File: config.mk
export PLATFORM = sky130hd
export DESIGN_NAME = rmec_loopback_flat
export DESIGN_NICKNAME = d
export VERILOG_FILES = /design/src/rmec_loop_if.sv /design/src/rmec_loopback.sv /design/src/flat_wrapper.sv
export SDC_FILE = /design/constraint.sdc
export NUM_CORES = 1
export LEC_CHECK = 0
export BUFFER_PORTS_ARGS = -buffer_cell sky130_fd_sc_hd__buf_2
export CAP_MARGIN = 20
export CORE_ASPECT_RATIO = 1.25
export CORE_MARGIN = 2
export CORE_UTILIZATION = 49
export DETAILED_ROUTE_END_ITERATION = 8
export MAX_ROUTING_LAYER = met4
export PLACE_DENSITY = 0.82
export SLEW_MARGIN = 30
export SYNTH_ARGS = -nofsm -noshare
export SYNTH_HDL_FRONTEND = slang
export SYNTH_SLANG_ARGS = --single-unit
File: constraint.sdc
create_clock -name clock -period 2.67 [get_ports clock]
set_input_delay 0.4005 -clock clock [delete_from_list [all_inputs] [get_ports clock]]
set_output_delay 0.4005 -clock clock [all_outputs]
set_load 0.02 [all_outputs]
File: src/rmec_loop_if.sv
interface rmec_loop_if;
	logic        tx_valid;
	logic [15:0] tx_word;
	logic        rx_valid;
	logic [15:0] rx_word;
	logic        rx_code_err;
	logic        rx_par_err;
	logic        mismatch;
	modport chk (input tx_valid, tx_word, rx_valid, rx_word, rx_code_err,
		rx_par_err, output mismatch);
	modport src (output tx_valid, tx_word, rx_valid, rx_word, rx_code_err,
		rx_par_err, input mismatch);
endinterface

File: src/rmec_loopback.sv
module rmec_loopback (
	input  wire logic  clock,
	input  wire logic  reset,
	rmec_loop_if.chk   lb
);
	logic [15:0] sent_q;
	logic        armed_q;
	logic        bad_q;
	wire         differs = lb.rx_word != sent_q;

	always_ff @(posedge clock or posedge reset) begin
		if (reset) begin
			sent_q  <= 16'h0000;
			armed_q <= 1'b0;
			bad_q   <= 1'b0;
		end else begin
			// Echo is checked even when the next word launches alongside it
			bad_q <= lb.rx_valid && armed_q &&
				(differs || lb.rx_code_err || lb.rx_par_err);
			if (lb.tx_valid) begin
				sent_q  <= lb.tx_word;
				armed_q <= 1'b1;
			end else if (lb.rx_valid && armed_q) begin
				armed_q <= 1'b0;
			end
		end
	end

	assign lb.mismatch = bad_q;
endmodule

File: src/flat_wrapper.sv
// flat-port wrapper written by rule: the top's interface ports become plain ports
module rmec_loopback_flat 
  (clock, reset, lb_tx_valid, lb_tx_word, lb_rx_valid, lb_rx_word, lb_rx_code_err, lb_rx_par_err, lb_mismatch);
  rmec_loop_if lb_i ();
  input  wire logic clock;
  input  wire logic reset;
  input wire logic [$bits(lb_i.tx_valid)-1:0] lb_tx_valid;
  input wire logic [$bits(lb_i.tx_word)-1:0] lb_tx_word;
  input wire logic [$bits(lb_i.rx_valid)-1:0] lb_rx_valid;
  input wire logic [$bits(lb_i.rx_word)-1:0] lb_rx_word;
  input wire logic [$bits(lb_i.rx_code_err)-1:0] lb_rx_code_err;
  input wire logic [$bits(lb_i.rx_par_err)-1:0] lb_rx_par_err;
  output wire logic [$bits(lb_i.mismatch)-1:0] lb_mismatch;
  assign lb_i.tx_valid = lb_tx_valid;
  assign lb_i.tx_word = lb_tx_word;
  assign lb_i.rx_valid = lb_rx_valid;
  assign lb_i.rx_word = lb_rx_word;
  assign lb_i.rx_code_err = lb_rx_code_err;
  assign lb_i.rx_par_err = lb_rx_par_err;
  assign lb_mismatch = lb_i.mismatch;
  rmec_loopback u_core (.clock(clock), .reset(reset), .lb(lb_i));
endmodule
# --- Word level (Yosys, flattened, before mapping) ---
# Index checks and enable logic that the tools add are counted.
op_classes:
  n_eq_ne: 1
  mux: 2
  reduce_logical: 5
op_table:
  columns: ["op", "count"]
  rows:
  - ["!= test 16 bit", 1]
  - ["logical AND 1 bit", 2]
  - ["logical OR 1 bit", 2]
  - ["two-way mux 1 bit", 2]
  - ["nonzero test 2 bit", 1]
word_totals:
  ff_bits: 18
  input_bits: 38

# --- Depth between registers and ports, before layout ---
# Gate-level depths: netlist (run 1).
logic_depth:
  ltp_word: 4
  ltp_mapped: 4

# --- Worst setup path after synthesis (run 1) ---
# No wires, ideal clock.
synth_path:
  kind: "input-to-reg"
  start: "input port lb_tx_valid"
  end: "register u_core.sent_q[0]"
  arrival_time_ns: 0.957
  slack_ns: 1.587
  cell_stages: 3
  cell_sequence: "buf_6 buf_6 mux2_4"
synth_rtl:
  columns: ["item", "line", "text"]
  rows:
  - ["from (decl)", "flat_wrapper.sv:7", "input wire logic [$bits(lb_i.tx_valid)-1:0] lb_tx_valid;"]
  - ["to (signal assigned)", "rmec_loopback.sv:21", "sent_q <= lb.tx_word;"]
  - ["to (decl)", "rmec_loopback.sv:6", "logic [15:0] sent_q;"]
# No word-level cell between the ends.

# --- Worst setup path in the final report (run 1) ---
layout_path:
  start: "register u_core.bad_q (netlist: u_core.lb.mismatch)"
  end: "output port lb_mismatch"
layout_rtl:
  columns: ["item", "line", "text"]
  rows:
  - ["from (decl)", "rmec_loopback.sv:8", "logic bad_q;"]
  - ["from (signal assigned)", "rmec_loopback.sv:18", "bad_q <= lb.rx_valid && armed_q &&"]
  - ["to (decl)", "flat_wrapper.sv:13", "output wire logic [$bits(lb_i.mismatch)-1:0] lb_mismatch;"]
# No word-level cell between the ends.

==> results of run 1 <==
## synth_stat cells
cell type / count
nor3_1: 1
a21o_1: 1
a21oi_1: 1
mux2_2: 7
inv_1: 2
mux2_4: 9
nor4_2: 1
xnor2_1: 15
nand2_1: 1
xor2_1: 1
buf_6: 2
nand3_1: 1
nand4_1: 3
dfrtp_1: 18
## registers in the layout (all words and copies together) (netlist names)
register            count
u_core.sent_q          16
u_core.armed_q          1
u_core.lb.mismatch      1
## final cells by class
type	count	share of cell area
inverters	2	0.006704
well taps	19	0.02123
repair buffers	38	0.1698
multi-input cells	41	0.3676
clock buffers	4	0.03240
flip-flops and latches	18	0.4022
## power breakdown
group          switching [mW]  internal [mW]  leakage [nW]  total, mW
clock network          0.0830         0.0832        0.0210      0.166
logic                  0.0418         0.0748         0.311      0.117
registers              0.0186          0.299         0.210      0.317
## placed cells by master, fill, tap and decap left out
cell type / count
a21o_1: 1
nor4_2: 1
xnor2_1: 15
nand2_1: 1
xor2_1: 1
nand3_1: 1
inv_1: 2
clkbuf_4: 3
nand4_1: 3
mux2_2: 7
dfrtp_1: 18
mux2_4: 9
a21oi_1: 1
nor3_1: 1
clkbuf_8: 1
buf_2: 38
## metrics by stage
| stage | cell area (µm²) | worst slack (ns) |
|---|---|---|
| floorplan | 892.1 | 1.587 |
| global placement | 1084 | 1.388 |
| detailed placement | 1084 | 1.362 |
| CTS | 1120 | 1.441 |
| global route | 1120 | 1.357 |
| finish | 1120 | 1.454 |
## metal layers
layer | wire [µm] | track usage
met5 | 0 | -
met4 | 35 | 0.06250
met3 | 88 | 0.05556
met2 | 855 | 0.2923
met1 | 627 | 0.1914
## logic make-up after synthesis
group / share of synthesized area
XOR/XNOR: 0.1571
AND/OR/NAND/NOR: 0.05048
flip-flops: 0.5049
AO/OA/AOI/OAI: 0.01402
multiplexers: 0.2398
buffers and inverters: 0.03366
## worst paths after layout
| kind | start | end | slack, ns | depth (start not counted) |
|---|---|---|---|---|
| max in group asynchronous | reset | u_core.sent_q[14]$_DFFE_PP0P_ | 2.08 | 2 |
| setup reg to reg | u_core.sent_q[8]$_DFFE_PP0P_ | u_core.lb.mismatch$_DFF_PP0_ | 1.48 | 4 |
| setup / recovery | u_core.lb.mismatch$_DFF_PP0_ | lb_mismatch | 1.45 | 1 |
| hold / removal | reset | u_core.sent_q[2]$_DFFE_PP0P_ | 0.17 | 2 |
| min in group clock | lb_tx_word[8] | u_core.sent_q[8]$_DFFE_PP0P_ | 0.32 | 2 |
| hold reg to reg | u_core.armed_q$_DFFE_PP0P_ | u_core.armed_q$_DFFE_PP0P_ | 0.50 | 1 |
==> impl_metrics.ini, run 1 <==
[timing]
fmax_mhz = 822.6
holdWs_ns = 0.1680
finalSetupTns_ns = 0
worst_pin_slew_ns = 0.6427
period_needed_ns = 1.216
slew_headroom = 0.5711
rsz0062_at_grt = false
fin_skew_ns = 0.009418
slew_viol_final = 0
hold_viol_final = 0
min_period_over_period = 0.4553
setup_viol = 0

[worst_setup_path]
worst_ep_required_time_ns = 2.27
cp_num_buf_inv = 1
crit_chain = buf_2
arrival_ns = 0.82
max_stage_delay_ns = 0.37
crit_family = flip-flops
endpoint_kind = output port
worstSetupStartpointType = register
crit_fanout = 1
crit_slowest_cell = dfrtp_1
critPathKind = reg2out

[synth]
synth_top_area_share = 0.5049
synth_fp_nets = 101
synth_area_leaders = dfrtp_1 50%, mux2_4 15%, xnor2_1 15%, mux2_2 8.8%, buf_6 2.5%
yosysTopAreaCell = dfrtp_1
synth_warnings = 0
syn_avg_cell_area_um2 = 14.16
synth-seq-cells = 18
synthCells = 63
yosysSeqAreaShare = 0.5049
synthesis.area_um2 = 892.1
yosysUniqueCellTypes = 14

[global_routing]
grt_start_max_net_pins = 19
antenna_found_initial = 0
grt_pass1_vias = 646
grt_pass1_wl_mm = 2.704
overflow = 0
grt_usage = 0.1728

[final_layout]
ff_latch_area_um2 = 450.4
diodes = 0
final_util = 0.6420
drive_gt1_frac = 0.5728
fillers = 153
area_delta_synth_final_pct = 25.53
final_nets = 142
fin_cells = 122
multi_input_area_um2 = 411.6

[place]
globalplace.congestion = 0.7316
portBuffers = 38
hpwl_mm = 1.269
place_inst = 118

[power]
power.leakage_nw = 0.5421
irDropWorstVdd_v = 0.0003670
power_density_mw_per_mm2 = 536.1
total_power_uw = 600.3

[floorplan]
die_width_um = 42.17
placementRows = 17
die_h_um = 51.71
boundaryPins = 39
die_area_mm2 = 0.002180
initial_core_util = 0.5115
core_mm2 = 0.001744

[clock_tree]
numCtsBuffers = 3
htreeDepth = 1
clkSlewWorstSetupHoldPaths_ns = 0.10
cts_resized = 0
hold_buffers = 0
cts.path.max_buffers = 2
cts_setup_buffers = 0
cts_sinks = 18
cts_tree = yes
insertion_delay_ns = 0.30
cts-root-buf = clkbuf_4

[detailed_routing]
ant_nets = 0
routed_via_density = 4.885
routedWlPerCell_um = 13.17
wirelength_mm = 1.607
first_pass_iters = 4
drc_errors = 0
routed-via-count = 596
drt_iter0_drc = 5

[min_path]
min_path_type = in2async

[job]
maxCapViolCount = 0

[status]
status = finished clean
Power figures use the tool's default switching activity.
==> run 2, diff against run 1 <==
CORE_UTILIZATION = 41   (was 49)
PLACE_DENSITY = 0.73   (was 0.82)
clock period = 1.1 ns   (was 2.67 ns; I/O delays follow)
==> run 2 against run 1 <==
- the flow now finishes with violations (negative setup slack)
- sequential share of layout area fell by 0.66 points
- final cell count rose by 2.5%
- sequential cell count did not move
- power rose by 140%
- core utilization fell by 8.0 points
- via count rose by 2.0%
- die area rose by 18%
- register-to-register slack got worse by 1.6 ns
- clock-buffer cell count did not move
- global-route usage fell by 2.1 points
- largest power group unchanged
==> impl_metrics.ini, run 2 (synthesis gave the netlist of run 1 again) <==
[status]
status = finished with violations
violations = negative setup slack

[worst_setup_path]
crit_chain = xnor2_1 > nand4_1 > nor4_2 > a21oi_1
cp.depth = 4
max_stage_delay_ns = 0.40
r2r_end = u_core.lb.mismatch$_DFF_PP0_
arrival_ns = 1.34
crit_slowest_cell = dfrtp_1
worst_ep_required_time_ns = 1.26
critPathKind = reg2reg
crit_family = flip-flops
worstSetupStartpointType = register
crit_fanout = 2
reg2reg_from = u_core.sent_q[11]$_DFFE_PP0P_
rrSetupSlack_ns = -0.08
cp_num_buf_inv = 0
endpoint_kind = register
reg2reg_depth = 4

[timing]
min_period_over_period = 1.068
worst_pin_slew_ns = 0.4655
period_needed_ns = 1.175
finalSetupTns_ns = -0.07509
hold_viol_final = 0
rsz0062_at_grt = true
fmax_mhz = 851.0
holdWs_ns = 0.1018
slew_headroom = 0.6896
worst_slack_ns = -0.07509
fin_skew_ns = 0.004760
setup_viol = 1
slew_viol_final = 0

[global_routing]
grt_pass1_vias = 687
overflow = 0
busiest_layer = met2
grt_usage = 0.1514
met1_usage = 0.1718
grt_use_met2 = 0.2515
grt_start_max_net_pins = 19
antenna_found_initial = 0
gr-usage-met3 = 0.01948
grt_pass1_wl_mm = 2.787

[min_path]
hold_depth = 2
holdPathEnd = u_core.sent_q[1]$_DFFE_PP0P_
worstHoldStart = lb_tx_word[1]
min_path_type = in2reg

[clock_tree]
cts_setup_buffers = 0
cts_resized = 0
insertion_delay_ns = 0.29
cts-root-buf = clkbuf_4
cts.path.max_buffers = 2
cts_sinks = 18
htreeDepth = 1
clkSlewWorstSetupHoldPaths_ns = 0.10
cts_tree = yes
numCtsBuffers = 3

[final_layout]
layout_commonest_cell = buf_2
mostFrequentLayoutCells = 38 x buf_2, 18 x dfrtp_1, 15 x xnor2_1, 9 x mux2_4, 7 x mux2_2
drive_gt1_frac = 0.5714
final_nets = 144
diodes = 0
largest_register_ffs = 16
regMostFlops = u_core.sent_q
fin_cells = 125
area_delta_synth_final_pct = 27.63

[power]
power.share.switching = 0.2338
power_frac_clock = 0.273
p_comb_frac = 0.198
power.leakage_nw = 0.5511
power_density_mw_per_mm2 = 1276
internal_power_mw = 1.113
irDropWorstVdd_v = 0.0006273
seqPwrFrac = 0.529
p_sw_uw = 339.6

[floorplan]
initial_core_util = 0.4401
placementRows = 18
die_area_mm2 = 0.002567
die_h_um = 56.15
boundaryPins = 39
die_width_um = 45.72
core_mm2 = 0.002027

[detailed_routing]
routedWlPerCell_um = 12.80
routed_via_density = 4.864
drt_iter0_drc = 4
wirelength_mm = 1.600
drc_errors = 0
ant_nets = 0
routed-via-count = 608
first_pass_iters = 4

[place]
globalplace.congestion = 0.7137
portBuffers = 38
place_inst = 120
hpwl_mm = 1.259

[job]
maxCapViolCount = 0
run 2: changes by cell type in the layout (fill, tap and decap cells not counted), sizes merged:
cell         before  now
buf              38   39
dlygate4sd3       0    1
run 2: layout make-up:
class / count / area [µm²]
Multi-Input combinational cell: 41 / 411.6
Inverter: 2 / 7.507
Fill cell: 190 / 888.4
Tap cell: 20 / 25.02
Sequential cell: 18 / 450.4
Timing Repair Buffer: 40 / 207.7
Clock buffer: 4 / 36.28
run 2: power groups by stage:
| stage | Sequential, mW | Clock [mW] | Combinational (mW) |
|---|---|---|---|
| 2_1_floorplan | 0.776 | 0 | 0.196 |
| 3_3_place_gp | 0.778 | 0 | 0.284 |
| 3_5_place_dp | 0.782 | 0 | 0.288 |
| 4_1_cts | 0.769 | 0.417 | 0.293 |
| 5_1_grt | 0.777 | 0.449 | 0.321 |
| 6_report | 0.769 | 0.397 | 0.287 |
run 2: worst register-to-register path, delay by kind of cell, from the launching register on:
kind,cells,cell delay [ns]
XOR/XNOR,1,0.16
flip-flops,1,0.40
AND/OR/NAND/NOR,2,0.39
AO/OA/AOI/OAI,1,0.11
run 2: worst max path at each step:
stage                                        from                      endpoint  slack, ns
floorplan           u_core.sent_q[11]$_DFFE_PP0P_  u_core.lb.mismatch$_DFF_PP0_       0.07
global placement    u_core.sent_q[11]$_DFFE_PP0P_  u_core.lb.mismatch$_DFF_PP0_      -0.04
detailed placement  u_core.sent_q[11]$_DFFE_PP0P_  u_core.lb.mismatch$_DFF_PP0_      -0.08
CTS                 u_core.sent_q[11]$_DFFE_PP0P_  u_core.lb.mismatch$_DFF_PP0_       -0.1
global route         u_core.sent_q[9]$_DFFE_PP0P_  u_core.lb.mismatch$_DFF_PP0_      -0.17
finish              u_core.sent_q[11]$_DFFE_PP0P_  u_core.lb.mismatch$_DFF_PP0_      -0.08
run 2: routing by layer:
layer,part of all wire,vias up,routed length [µm]
li1,-,297,-
met1,0.40,296,646
met2,0.54,13,867
met3,0.047,2,75
met4,0.0063,0,10
met5,0,-,0
run 2: through the flow:
step	utilization	total power, mW	cell area [µm²]	worst slack, ns
final	0.5617	1.453	1139	-0.07509
after global routing	0.5617	1.546	1139	-0.1674
after CTS	0.5617	1.480	1139	-0.09782
after detailed placement	0.5389	1.070	1092	-0.08368
after global placement	0.5389	1.062	1092	-0.03992
after floorplan	-	0.9712	892.1	0.07486
run 2: timing repair:
item / 4_1_cts / 5_1_grt
setup endpoints to repair: 1 / 1
gates cloned: 0 / 0
hold buffers: 1 / 0
hold endpoints to repair: 18 / 0
